[config.mk]
export PLATFORM = sky130hd
export DESIGN_NAME = pbcs_regs
export DESIGN_NICKNAME = d
export VERILOG_FILES = /design/src/pbcs_pkg.sv /design/src/pbcs_regs.sv
export SDC_FILE = /design/constraint.sdc
export NUM_CORES = 1
export LEC_CHECK = 0
export BUFFER_PORTS_ARGS = -buffer_cell sky130_fd_sc_hd__clkbuf_2
export CAP_MARGIN = 20
export CORE_AREA = 5 5 86 88
export DETAILED_ROUTE_END_ITERATION = 6
export DIE_AREA = 0 0 91 93
export PLACE_DENSITY = 0.76
export SLEW_MARGIN = 20
export SYNTH_ARGS = -nofsm -noshare
export SYNTH_HDL_FRONTEND = slang
export SYNTH_SLANG_ARGS = --single-unit
[constraint.sdc]
create_clock -name clk -period 2.3 [get_ports clk]
set_input_delay 0.46 -clock clk [delete_from_list [all_inputs] [get_ports clk]]
set_output_delay 0.46 -clock clk [all_outputs]
set_load 0.1 [all_outputs]
[src/pbcs_pkg.sv]
/*
 pbcs_pkg: constants and carrier types of the basic control and status
 register bank of a gigabit transceiver. Assumes a 4-bit AXI4-Lite byte
 address and 16-bit registers held in the low half of each data word.
*/
package pbcs_pkg;
   // register index and byte address
   localparam logic [3:0]  CTRL_IDX      = 4'h0;
   localparam logic [3:0]  STAT_IDX      = 4'h1;
   localparam logic [3:0]  CTRL_ADDR     = 4'(CTRL_IDX * 4);
   localparam logic [3:0]  STAT_ADDR     = 4'(STAT_IDX * 4);
   localparam logic [3:0]  IRQ_STAT_ADDR = 4'h8;
   localparam logic [3:0]  IRQ_MASK_ADDR = 4'hC;
   // control field positions
   localparam int          C_SOFT_RST    = 15;
   localparam int          C_LOOPBACK    = 14;
   localparam int          C_SPEED_LSB   = 13;
   localparam int          C_NEG_ON      = 12;
   localparam int          C_LOW_POWER   = 11;
   localparam int          C_ISOLATE     = 10;
   localparam int          C_RENEG       = 9;
   localparam int          C_FULL_DUP    = 8;
   localparam int          C_COL_TEST    = 7;
   localparam int          C_SPEED_MSB   = 6;
   // status field positions
   localparam int          S_NEG_DONE    = 5;
   localparam int          S_REM_FAULT   = 4;
   localparam int          S_LINK        = 2;
   localparam int          S_JABBER      = 1;
   // reset values and masks
   localparam logic [15:0] CTRL_RST      = 16'h1140;
   localparam logic [15:0] CTRL_WMASK    = 16'hF780;
   localparam logic [15:0] STAT_FIXED    = 16'h7949;
   // interrupt bit positions, own layout
   localparam int          I_REM_FAULT   = 0;
   localparam int          I_JABBER      = 1;
   localparam int          I_LINK_LOSS   = 2;
   localparam int          I_NEG_DONE    = 3;
   localparam int          I_RST_DONE    = 4;
   localparam int          IRQ_W         = 5;
   localparam logic [4:0]  IRQ_MASK_RST  = 5'h00;
   localparam logic [1:0]  RESP_OKAY     = 2'h0;
   localparam logic [1:0]  RESP_SLVERR   = 2'h2;

   // settings driven toward the transceiver machinery
   typedef struct packed {
      logic       softReset;
      logic       loopbackOn;
      logic [1:0] speedCode;
      logic       negotiationOn;
      logic       isolateOn;
      logic       renegotiateRequest;
      logic       fullDuplex;
      logic       collisionTestOn;
   } pbcs_ctrl_type;

   // state and events reported by the transceiver machinery
   typedef struct packed {
      logic resetDone;
      logic renegotiateAck;
      logic lowPowerState;
      logic negotiationDone;
      logic remoteFault;
      logic linkUp;
      logic jabberSeen;
   } pbcs_phy_type;
endpackage : pbcs_pkg

[src/pbcs_regs.sv]
/*
 pbcs_regs: control and status register bank with AXI4-Lite slave and
 one level interrupt. Assumes the transceiver machinery runs on clk,
 so its signals enter without synchronisers, and that it pulses
 resetDone and renegotiateAck for one cycle.
*/
// Functional notes
// - writing one to bit 15 starts soft reset; hardware clears it when done.
// - bit 14 loops MAC transmit data back to MAC receive.
// - forced speed code is bit 6 upper, bit 13 lower; 00/01/10 = 10/100/1000.
// - bit 12 enables auto-negotiation; resets to one.
// - bit 11 reports power-down state, read-only, resets to zero.
// - bit 10 isolates the MAC-side interface pins.
// - writing one to bit 9 restarts negotiation; hardware clears it.
// - bit 8 selects full duplex for forced mode; resets to one.
// - bit 7 enables collision signal test; resets to zero.
// - bit 6 is read-only and resets to one, giving 1000 Mb/s default.
// - status bits 14 to 11 read constant ones.
// - status bit 8 reads one, extended status present.
// - status bit 6 reads one, short preamble frames accepted.
// - status bit 5 follows negotiation completion; resets to zero.
// - status bit 4 sets on remote fault, cleared by status read.
// - status bit 3 reads one, negotiation capable.
// - status bit 2 latches low on link loss until read.
// - status bit 1 sets on jabber, cleared by status read.
`timescale 1ns/1ns
`default_nettype none
module pbcs_regs
   import pbcs_pkg::*;
(
   input  wire logic          clk,
   input  wire logic          rst_b,
   input  wire logic [3:0]    s_axi_awaddr,
   input  wire logic          s_axi_awvalid,
   output logic               s_axi_awready,
   input  wire logic [31:0]   s_axi_wdata,
   input  wire logic [3:0]    s_axi_wstrb,
   input  wire logic          s_axi_wvalid,
   output logic               s_axi_wready,
   output logic [1:0]         s_axi_bresp,
   output logic               s_axi_bvalid,
   input  wire logic          s_axi_bready,
   input  wire logic [3:0]    s_axi_araddr,
   input  wire logic          s_axi_arvalid,
   output logic               s_axi_arready,
   output logic [31:0]        s_axi_rdata,
   output logic [1:0]         s_axi_rresp,
   output logic               s_axi_rvalid,
   input  wire logic          s_axi_rready,
   input  wire pbcs_phy_type  phyState,
   output pbcs_ctrl_type      phyCtrl,
   output logic               irq
);
   logic [1:0]       rstSyncB_ff;
   logic             rstB;
   logic             awHeld_ff;
   logic             wHeld_ff;
   logic [3:0]       awAddr_ff;
   logic [15:0]      wData_ff;
   logic [1:0]       wStrb_ff;
   logic             bValid_ff;
   logic [1:0]       bResp_ff;
   logic             rValid_ff;
   logic [31:0]      rData_ff;
   logic [1:0]       rResp_ff;
   logic [3:0]       rdAddr_ff;
   logic             doWrite;
   logic             doRead;
   logic             rdStat;
   logic             rdIrq;
   logic [15:0]      ctrl_ff;
   logic [15:0]      statWord;
   logic             remFault_ff;
   logic             jabber_ff;
   logic             linkLatched_ff;
   logic             negDonePrev_ff;
   logic [IRQ_W-1:0] irqStat_ff;
   logic [IRQ_W-1:0] irqMask_ff;
   logic [IRQ_W-1:0] irqEvent;
   logic [15:0]      wMask;
   logic [15:0]      nxt_ctrl;
   logic [31:0]      nxt_rdata;
   logic [1:0]       nxt_rresp;

   // reset release through two flops, assertion stays asynchronous
   always_ff @(posedge clk or negedge rst_b) begin
      if (!rst_b) begin
         rstSyncB_ff <= 2'b00;
      end else begin
         rstSyncB_ff <= {rstSyncB_ff[0], 1'b1};
      end
   end
   assign rstB = rstSyncB_ff[1];

   // write channel: address and data captured independently
   assign s_axi_awready = !awHeld_ff && !bValid_ff;
   assign s_axi_wready  = !wHeld_ff && !bValid_ff;
   assign doWrite       = awHeld_ff && wHeld_ff && !bValid_ff;

   always_ff @(posedge clk or negedge rstB) begin
      if (!rstB) begin
         awHeld_ff <= 1'b0;
         awAddr_ff <= 4'h0;
      end else if (s_axi_awvalid && s_axi_awready) begin
         awHeld_ff <= 1'b1;
         awAddr_ff <= s_axi_awaddr;
      end else if (doWrite) begin
         awHeld_ff <= 1'b0;
      end
   end

   always_ff @(posedge clk or negedge rstB) begin
      if (!rstB) begin
         wHeld_ff <= 1'b0;
         wData_ff <= 16'h0000;
         wStrb_ff <= 2'b00;
      end else if (s_axi_wvalid && s_axi_wready) begin
         wHeld_ff <= 1'b1;
         wData_ff <= s_axi_wdata[15:0];
         wStrb_ff <= s_axi_wstrb[1:0];
      end else if (doWrite) begin
         wHeld_ff <= 1'b0;
      end
   end

   // write response, held until the master takes it
   always_ff @(posedge clk or negedge rstB) begin
      if (!rstB) begin
         bValid_ff <= 1'b0;
         bResp_ff  <= RESP_OKAY;
      end else if (doWrite) begin
         bValid_ff <= 1'b1;
         bResp_ff  <= (awAddr_ff == CTRL_ADDR || awAddr_ff == STAT_ADDR ||
                       awAddr_ff == IRQ_STAT_ADDR || awAddr_ff == IRQ_MASK_ADDR)
                      ? RESP_OKAY : RESP_SLVERR;
      end else if (s_axi_bready) begin
         bValid_ff <= 1'b0;
      end
   end
   assign s_axi_bvalid = bValid_ff;
   assign s_axi_bresp  = bResp_ff;

   // byte lanes widened to a bit mask over the 16-bit register
   assign wMask = {{8{wStrb_ff[1]}}, {8{wStrb_ff[0]}}};

   // control register; only writable bits take the write data
   always_comb begin
      nxt_ctrl = ctrl_ff;
      if (phyState.resetDone) begin
         nxt_ctrl = CTRL_RST;
      end
      if (phyState.renegotiateAck) begin
         nxt_ctrl[C_RENEG] = 1'b0;
      end
      if (doWrite && awAddr_ff == CTRL_ADDR) begin
         nxt_ctrl = (nxt_ctrl & ~(wMask & CTRL_WMASK)) |
                    (wData_ff & wMask & CTRL_WMASK);
         // self-clearing bits: a written zero never cancels a request
         nxt_ctrl[C_SOFT_RST] = nxt_ctrl[C_SOFT_RST] |
                                (ctrl_ff[C_SOFT_RST] & !phyState.resetDone);
         nxt_ctrl[C_RENEG]    = nxt_ctrl[C_RENEG] |
                                (ctrl_ff[C_RENEG] & !phyState.renegotiateAck);
      end
      nxt_ctrl[C_LOW_POWER] = 1'b0;
      nxt_ctrl[C_SPEED_MSB] = 1'b1;
      nxt_ctrl[5:0]         = 6'h00;
   end

   always_ff @(posedge clk or negedge rstB) begin
      if (!rstB) begin
         ctrl_ff <= CTRL_RST;
      end else begin
         ctrl_ff <= nxt_ctrl;
      end
   end

   // settings driven to the machinery, all from flops
   assign phyCtrl.softReset          = ctrl_ff[C_SOFT_RST];
   assign phyCtrl.loopbackOn         = ctrl_ff[C_LOOPBACK];
   assign phyCtrl.speedCode          = {ctrl_ff[C_SPEED_MSB],
                                        ctrl_ff[C_SPEED_LSB]};
   assign phyCtrl.negotiationOn      = ctrl_ff[C_NEG_ON];
   assign phyCtrl.isolateOn          = ctrl_ff[C_ISOLATE];
   assign phyCtrl.renegotiateRequest = ctrl_ff[C_RENEG];
   assign phyCtrl.fullDuplex         = ctrl_ff[C_FULL_DUP];
   assign phyCtrl.collisionTestOn    = ctrl_ff[C_COL_TEST];

   // read channel, one read outstanding at a time
   assign s_axi_arready = !rValid_ff;
   assign doRead        = s_axi_arvalid && s_axi_arready;
   assign rdStat        = doRead && s_axi_araddr == STAT_ADDR;
   assign rdIrq         = doRead && s_axi_araddr == IRQ_STAT_ADDR;

   // status word; fixed ones plus live and latched bits
   always_comb begin
      statWord              = STAT_FIXED;
      statWord[S_NEG_DONE]  = phyState.negotiationDone;
      statWord[S_REM_FAULT] = remFault_ff;
      statWord[S_LINK]      = linkLatched_ff;
      statWord[S_JABBER]    = jabber_ff;
   end

   // read data mux; low-power bit is live, not stored
   always_comb begin
      nxt_rdata = 32'h0000_0000;
      nxt_rresp = RESP_OKAY;
      unique case (s_axi_araddr)
         CTRL_ADDR: begin
            nxt_rdata[15:0]        = ctrl_ff;
            nxt_rdata[C_LOW_POWER] = phyState.lowPowerState;
         end
         STAT_ADDR:     nxt_rdata[15:0]      = statWord;
         IRQ_STAT_ADDR: nxt_rdata[IRQ_W-1:0] = irqStat_ff;
         IRQ_MASK_ADDR: nxt_rdata[IRQ_W-1:0] = irqMask_ff;
         default:       nxt_rresp            = RESP_SLVERR;
      endcase
   end

   always_ff @(posedge clk or negedge rstB) begin
      if (!rstB) begin
         rValid_ff <= 1'b0;
         rData_ff  <= 32'h0000_0000;
         rResp_ff  <= RESP_OKAY;
         rdAddr_ff <= 4'h0;
      end else if (doRead) begin
         rValid_ff <= 1'b1;
         rData_ff  <= nxt_rdata;
         rResp_ff  <= nxt_rresp;
         rdAddr_ff <= s_axi_araddr;
      end else if (s_axi_rready) begin
         rValid_ff <= 1'b0;
      end
   end
   assign s_axi_rvalid = rValid_ff;
   assign s_axi_rdata  = rData_ff;
   assign s_axi_rresp  = rResp_ff;

   // sticky status bits; an event in the read cycle survives the read
   always_ff @(posedge clk or negedge rstB) begin
      if (!rstB) begin
         remFault_ff <= 1'b0;
         jabber_ff   <= 1'b0;
      end else begin
         remFault_ff <= phyState.remoteFault | (remFault_ff & !rdStat);
         jabber_ff   <= phyState.jabberSeen | (jabber_ff & !rdStat);
      end
   end

   // link bit latches low; a read reloads the live level
   always_ff @(posedge clk or negedge rstB) begin
      if (!rstB) begin
         linkLatched_ff <= 1'b0;
      end else if (!phyState.linkUp) begin
         linkLatched_ff <= 1'b0;
      end else if (rdStat) begin
         linkLatched_ff <= 1'b1;
      end
   end

   // interrupt events; negotiation done taken on its rising edge
   always_ff @(posedge clk or negedge rstB) begin
      if (!rstB) begin
         negDonePrev_ff <= 1'b0;
      end else begin
         negDonePrev_ff <= phyState.negotiationDone;
      end
   end
   assign irqEvent[I_REM_FAULT] = phyState.remoteFault;
   assign irqEvent[I_JABBER]    = phyState.jabberSeen;
   assign irqEvent[I_LINK_LOSS] = !phyState.linkUp && linkLatched_ff;
   assign irqEvent[I_NEG_DONE]  = phyState.negotiationDone && !negDonePrev_ff;
   assign irqEvent[I_RST_DONE]  = phyState.resetDone;

   // interrupt status clears on read, set wins over the clear
   always_ff @(posedge clk or negedge rstB) begin
      if (!rstB) begin
         irqStat_ff <= '0;
      end else begin
         irqStat_ff <= irqEvent | (irqStat_ff & {IRQ_W{!rdIrq}});
      end
   end

   // interrupt mask, one enables the bit onto irq
   always_ff @(posedge clk or negedge rstB) begin
      if (!rstB) begin
         irqMask_ff <= IRQ_MASK_RST;
      end else if (doWrite && awAddr_ff == IRQ_MASK_ADDR && wStrb_ff[0]) begin
         irqMask_ff <= wData_ff[IRQ_W-1:0];
      end
   end
   assign irq = |(irqStat_ff & irqMask_ff);
endmodule : pbcs_regs
`default_nettype wire

==> results of run 1 <==
-- worst register-to-register path: stages (launching register included) --
cell      delay (ps)
dfrtp_2          460
nand3b_1         240
nor4_4           430
mux2_2           390
-- layout make-up --
cell class                      instances  area (µm²)  share of cell area [%]
Sequential cell                        65        1632                   48.46
Multi-Input combinational cell        147        1057                   31.40
Timing Repair Buffer                   73       392.9                   11.67
Clock buffer                           12       135.1                   4.013
Tap cell                               80       100.1                   2.973
Inverter                                8       30.03                  0.8919
Clock inverter                          4       20.02                  0.5946
-- logic make-up after synthesis --
| group | synth area share, % |
|---|---|
| mux | 13.06 |
| compound gates | 10.63 |
| other cells | 0.2658 |
| buf+inv | 7.838 |
| simple gates | 10.54 |
| flops | 57.66 |
-- metal layers --
| metal | vias to the layer above | global-route usage (%) | routed length, µm |
|---|---|---|---|
| met1 | 907 | 17.59 | 2454 |
| met3 | 8 | 5.310 | 390 |
| li1 | 914 | - | - |
| met5 | - | 0 | 0 |
| met4 | 0 | 4.768 | 71 |
| met2 | 66 | 23.08 | 2748 |
-- worst max-delay path by stage --
stage	cells past startpoint	endpoint	slack (ps)
2_1_floorplan	5	wData_ff[10]	110
3_3_place_gp	3	irq	590
3_5_place_dp	3	irq	620
4_1_cts	3	irq	230
5_1_grt	3	irq	140
6_report	3	irq	240
-- through the flow --
| step | total power, mW | hold slack, ps | utilization [%] |
|---|---|---|---|
| 2_1_floorplan | 2.857 | 164.4 | - |
| 3_3_place_gp | 3.042 | 246.5 | 48.74 |
| 3_5_place_dp | 3.080 | 246.7 | 48.74 |
| 4_1_cts | 3.873 | 261.4 | 51.26 |
| 5_1_grt | 4.047 | 261.0 | 51.26 |
| 6_report | 3.828 | 274.7 | 51.26 |
-- where the power goes --
part,switching (mW),leakage (nW),internal [mW]
sequential,0.211,0.797,1.42
clock,0.396,0.0839,0.384
combinational,1.04,0.775,0.387
total,1.64,1.66,2.19
-- Yosys cell counts (2+ instances only) --
master | instances | area share [%]
nor2_1 | 9 | 1.2
and3b_1 | 2 | 0.62
conb_1 | 2 | 0.27
a22oi_1 | 4 | 1.1
and2b_2 | 2 | 0.62
a21oi_1 | 5 | 0.89
a21o_1 | 6 | 1.6
nand2_1 | 13 | 1.7
mux2_2 | 31 | 12
buf_2 | 3 | 0.53
dfrtp_1 | 63 | 56
inv_1 | 8 | 1.1
o21a_1 | 2 | 0.53
mux2i_1 | 2 | 0.71
buf_4 | 20 | 5.3
o21ai_0 | 17 | 3.0
a22o_1 | 7 | 2.2
dfstp_2 | 2 | 1.9
nand3_1 | 3 | 0.53
clkbuf_1 | 3 | 0.40
nor2b_1 | 5 | 1.1
-- placed cells by master, fill, tap and decap left out, drive strengths merged --
| cell type | synthesis | routed |
|---|---|---|
| and3b | 2 | 2 |
| a222oi | 1 | 1 |
| a41oi | 1 | 1 |
| nor2b | 5 | 5 |
| o22ai | 1 | 1 |
| o41ai | 1 | 1 |
| a21o | 6 | 6 |
| mux2 | 31 | 31 |
| buf | 25 | 4 |
| dfrtp | 63 | 63 |
| or4 | 1 | 1 |
| nand4 | 1 | 1 |
| nand2 | 13 | 13 |
| dfstp | 2 | 2 |
| clkinv | 0 | 4 |
| o21a | 2 | 2 |
| nor4 | 1 | 1 |
| nand2b | 2 | 2 |
| nor3b | 1 | 1 |
| mux2i | 2 | 2 |
| inv | 8 | 8 |
| a21oi | 5 | 5 |
| nand3b | 1 | 1 |
| and3 | 1 | 1 |
| nor3 | 2 | 2 |
| nor2 | 9 | 9 |
| o21ai | 18 | 18 |
| clkbuf | 3 | 80 |
| or4b | 1 | 1 |
| and2b | 2 | 2 |
| a22o | 7 | 7 |
| and2 | 2 | 2 |
| dlygate4sd3 | 0 | 1 |
| a22oi | 4 | 4 |
| nand3 | 4 | 4 |
| conb | 2 | 20 |
-- flip-flops by register name (all words and copies together), names as in the netlist, 2 cells and up --
| register | flops |
|---|---|
| irqMask_ff | 5 |
| awAddr_ff | 4 |
| wStrb_ff | 2 |
| ctrl_ff | 8 |
| wData_ff | 13 |
| s_axi_rdata | 16 |
| irqStat_ff | 5 |
| rstSyncB_ff | 2 |
-- timing repair --
item / in CTS / in global routing
hold buffers: 1 / 0
hold endpoints to repair: 2 / 0
resized for setup: 0 / 0
endpoints found under the setup margin: 0 / 0
==> run summary, run 1 <==
vias in the first global route: 1,983
leakage: 1.655 nW
status: finished clean
register area share after synthesis: 57.66%
nature of the critical path endpoint: primary output
die height: 93 µm
I/O pin total: 109
Worst Setup SP: irqStat_ff[3]
core area: 0.006569 mm²
Post-DP Area: 0.003202 mm²
initial core utilization: 43.01%
initial antenna violation count: 0
drc violations: 0
worst-margin pin slew: 643.4 ps
Non-Filler Instances: 389
worst path bufs/invs: 1
max-cap check violation count: 0
die area: 0.008463 mm²
vias per cell: 4.871
crit path DAT: 1600 ps
Rel. slew slack: 57.11%
Clock H-tree levels: 3
crit path launch type: flop
total overflow reported by the global router: 0
Clock Skew: 7.180 ps
RR Startpoint: s_axi_bvalid
worst reg2reg path endpoint: irqMask_ff[3]
Max rail drop VDD: 1.010 mV
DR iter-0 viols: 82
layout cells sized above 1: 41.75%
drt total wl: 5666 µm
clock sinks: 65
num rows: 30
DP Worst Slack: 619.9 ps
insertion delay to the later sink of the worst-skew pair: 330 ps
CP max FO: 3
#FFs+latches synth: 65
Cell Chain, Critical Path: a222oi_1, nand2_1, clkbuf_2
post-route setup slack: 243.7 ps
final critical-path required period: 2056 ps
max-slew violation count: 0
Syn-to-layout area delta: 19.18%
Post-Syn Area: 0.002825 mm²
Layout Nets: 362
Synth warnings: 0
Worst path max stage delay: 410 ps
Tcrit/Tclk final: 89.40%
fraction of registers with async set/reset: 100.0%
post-synthesis cell type count: 42
gpl congestion: 0.7940
CTS Buf Count: 9
drt wl/cell: 14.57 µm
Slowest-stage cell, CP: dfrtp_1
Fillers: 590
CTS tree: yes
Clock transition at path regs: 70 ps
# diodes: 0
WP data required: 1840 ps
vias: 1,895
Post-synth top flop: dfrtp_1
Hold Path Cell Cnt: 1
Finish-stage setup viols: 0
die width: 91 µm
IO buf count: 68
Max Clock Freq: 486.3 MHz
DP Cell Count: 372
postcts setup bufs: 0
Crit path max-delay family: flip-flops
antenna-violating nets left: 0
R2R Setup Slk: 660 ps
detailed placer's ending HPWL: 4285 µm
final instance area: 0.003367 mm²
Crit Path Category: reg2out
Pwr Density: 1137 mW/mm²
Hold Crit Start: phyState[3]
RSZ-0062 raised after global routing: false
first-pass GRT wire length: 9508 µm
Root Driver: clkbuf_8
Hold Path Class: in2reg
EDFF count, synth: 0
GRT Total Usage: 14.25%
Clock Path Buffers: 2
Worst Hold End: negDonePrev_ff
final hold vios: 0
Syn Area/Cell: 12.28 µm²
DR pass1 iterations: 4
post-route setup TNS: 0 ps
largest net degree at the start of global routing: 36
reg2reg path depth: 3
Mapped Cells: 230
(Power assumes the default switching activity.)
==> run 2: changes to the inputs <==
--- a/config.mk
+++ b/config.mk
@@ -7,10 +7,11 @@
 export LEC_CHECK = 0
 export BUFFER_PORTS_ARGS = -buffer_cell sky130_fd_sc_hd__clkbuf_2
 export CAP_MARGIN = 20
-export CORE_AREA = 5 5 86 88
+export CORE_AREA = 5 5 102 104
+export CTS_CLUSTER_SIZE = 25
 export DETAILED_ROUTE_END_ITERATION = 6
-export DIE_AREA = 0 0 91 93
-export PLACE_DENSITY = 0.76
+export DIE_AREA = 0 0 107 109
+export PLACE_DENSITY = 0.57
 export SLEW_MARGIN = 20
 export SYNTH_ARGS = -nofsm -noshare
 export SYNTH_HDL_FRONTEND = slang
==> constraint.sdc (replaced) <==
create_clock -name clk -period 2.6 [get_ports clk]
set_input_delay 0.52 -clock clk [delete_from_list [all_inputs] [get_ports clk]]
set_output_delay 0.52 -clock clk [all_outputs]
set_load 0.1 [all_outputs]
==> run 2 against run 1 <==
  * Sequential share of layout area shrank 0.41 points
  * Clock power fell by 3.5%
  * Worst hold slack gained 86 ps
  * Register-to-register slack gained 260 ps
  * Worst setup slack improved by 180 ps
  * Cell area up 0.78%
  * Die area is 38% higher
  * Combinational power decreased by 12%
  * Power is 11% lower
  * Non-clock buffer count is 2 lower
  * Largest power group unchanged
==> run summary, run 2 (synthesized netlist as in run 1, its figures left out) <==
final instance area: 0.003393 mm² (was 0.003367 mm²)
core area: 0.009459 mm² (was 0.006569 mm²)
Clock transition at path regs: 70 ps (about the same)
vias per cell: 4.561 (was 4.871)
Root Driver: clkbuf_8 (unchanged)
post-route setup slack: 423.8 ps (was 243.7 ps)
clock sinks: 65 (unchanged)
die area: 0.01166 mm² (was 0.008463 mm²)
antenna-violating nets left: 0 (unchanged)
Cell Chain, Critical Path: a222oi_1, nand2_1, clkbuf_2 (unchanged)
Max Clock Freq: 459.5 MHz
Crit Path Category: reg2out (unchanged)
detailed placer's ending HPWL: 4511 µm (was 4285 µm)
drt total wl: 6003 µm (was 5666 µm)
vias in the first global route: 1,946 (was 1,983)
max-slew violation count: 0 (unchanged)
largest net degree at the start of global routing: 64 (was 36)
Fillers: 970 (was 590)
die width: 107 µm (was 91 µm)
leakage: 1.646 nW (was 1.655 nW)
Multi-input gate area: 0.001052 mm² (was 0.001057 mm²)
crit path DAT: 1660 ps (was 1600 ps)
crit path launch type: flop (unchanged)
Layout Nets: 360 (was 362)
total overflow reported by the global router: 0 (unchanged)
max reg flops: 16 (unchanged)
die height: 109 µm (was 93 µm)
num rows: 36 (was 30)
CTS Buf Count: 9 (unchanged)
Worst path max stage delay: 410 ps (about the same)
CTS tree: yes (unchanged)
worst-margin pin slew: 857.7 ps (was 643.4 ps)
Rel. slew slack: 42.82% (was 57.11%)
Syn-to-layout area delta: 20.11% (was 19.18%)
drt wl/cell: 14.26 µm (was 14.57 µm)
IO buf count: 68 (unchanged)
first-pass GRT wire length: 9756 µm (was 9508 µm)
most frequent cells in the layout: clkbuf_2, dfrtp_1, mux2_2 (unchanged)
RSZ-0062 raised after global routing: false (unchanged)
Clock Skew: 7.794 ps (was 7.180 ps)
CP max FO: 3 (unchanged)
initial antenna violation count: 0 (unchanged)
Post-DP Area: 0.003211 mm² (was 0.003202 mm²)
GRT Total Usage: 10.93% (was 14.25%)
drc violations: 0 (unchanged)
Finish-stage setup viols: 0 (unchanged)
Slowest-stage cell, CP: dfrtp_1 (unchanged)
layout cells sized above 1: 41.69% (was 41.75%)
gpl congestion: 0.7396 (was 0.7940)
status: finished clean (unchanged)
vias: 1,920 (was 1,895)
final critical-path required period: 2176 ps
# diodes: 0 (unchanged)
Clock H-tree levels: 3 (unchanged)
DP Worst Slack: 812.6 ps (was 619.9 ps)
insertion delay to the later sink of the worst-skew pair: 330 ps (about the same)
worst path bufs/invs: 1 (unchanged)
Max rail drop VDD: 0.3879 mV (was 1.010 mV)
commonest non-fill, non-tap cell in the layout: clkbuf_2 (unchanged)
Crit path max-delay family: flip-flops (unchanged)
flip-flop and latch area: 0.001630 mm² (was 0.001632 mm²)
DR iter-0 viols: 49 (was 82)
Pwr Density: 1008 mW/mm² (was 1137 mW/mm²)
WP data required: 2080 ps (was 1840 ps)
DR pass1 iterations: 4 (unchanged)
I/O pin total: 109 (unchanged)
Hold Path Class: in2reg (unchanged)
initial core utilization: 29.87% (was 43.01%)
Pwr Total: 3.421 mW (was 3.828 mW)
max-cap check violation count: 0 (unchanged)
post-route setup TNS: 0 ps (unchanged)
Tcrit/Tclk final: 83.70%
nature of the critical path endpoint: primary output (unchanged)
final hold vios: 0 (unchanged)
Clock Path Buffers: 2 (unchanged)
## run 2: cell types whose count changed in the layout (fill, tap and decap cells not counted), sizes merged
cell / previous run / this run
clkbuf: 80 / 79
clkinvlp: 0 / 1
buf: 4 / 2
## run 2: final timing paths
kind	from	end	slack [ps]	cells past startpoint
setup / recovery	irqStat_ff[3]	irq	420	3
hold / removal	phyState[3]	negDonePrev_ff	360	1
setup reg to reg	s_axi_bvalid	wStrb_ff[1]	920	3
min in group asynchronous	rstSyncB_ff[1]	wData_ff[13]	440	1
hold reg to reg	rstSyncB_ff[0]	rstSyncB_ff[1]	370	0
max in group asynchronous	rstSyncB_ff[1]	irqMask_ff[2]	1630	1
## run 2: layout make-up
cell class              count  share of cell area (%)
clock buffers              11                   4.167
clock inverters             5                  0.9218
inverters                   8                  0.8850
multi-input cells         147                   31.01
flip-flops and latches     65                   48.05
well taps                 114                   4.204
repair buffers             71                   10.77
## run 2: routing by layer
layer | vias up | GRT usage (%) | routed length (µm)
li1 | 912 | - | -
met4 | 0 | 5.205 | 68
met3 | 6 | 3.138 | 359
met5 | - | 0 | 0
met1 | 939 | 14.14 | 2715
met2 | 63 | 16.91 | 2860
## run 2: timing repair
action / CTS / global route
gates resized for setup: 0 / 0
hold endpoints to repair: 2 / 0
buffers inserted: 0 / 0
hold buffers: 1 / 0
## run 2: power by group
group | internal [mW] | switching (mW) | total (mW)
Clock | 0.369 | 0.384 | 0.753
Combinational | 0.330 | 0.918 | 1.25
Sequential | 1.25 | 0.172 | 1.42
## run 2: through the flow
step / hold WS (ps) / util, % / std cells
2_1_floorplan: 224.4 / - / 248
3_3_place_gp: 305.9 / 33.94 / 404
3_5_place_dp: 315.3 / 33.94 / 404
4_1_cts: 329.7 / 35.87 / 421
5_1_grt: 331.2 / 35.87 / 421
6_report: 361.1 / 35.87 / 421
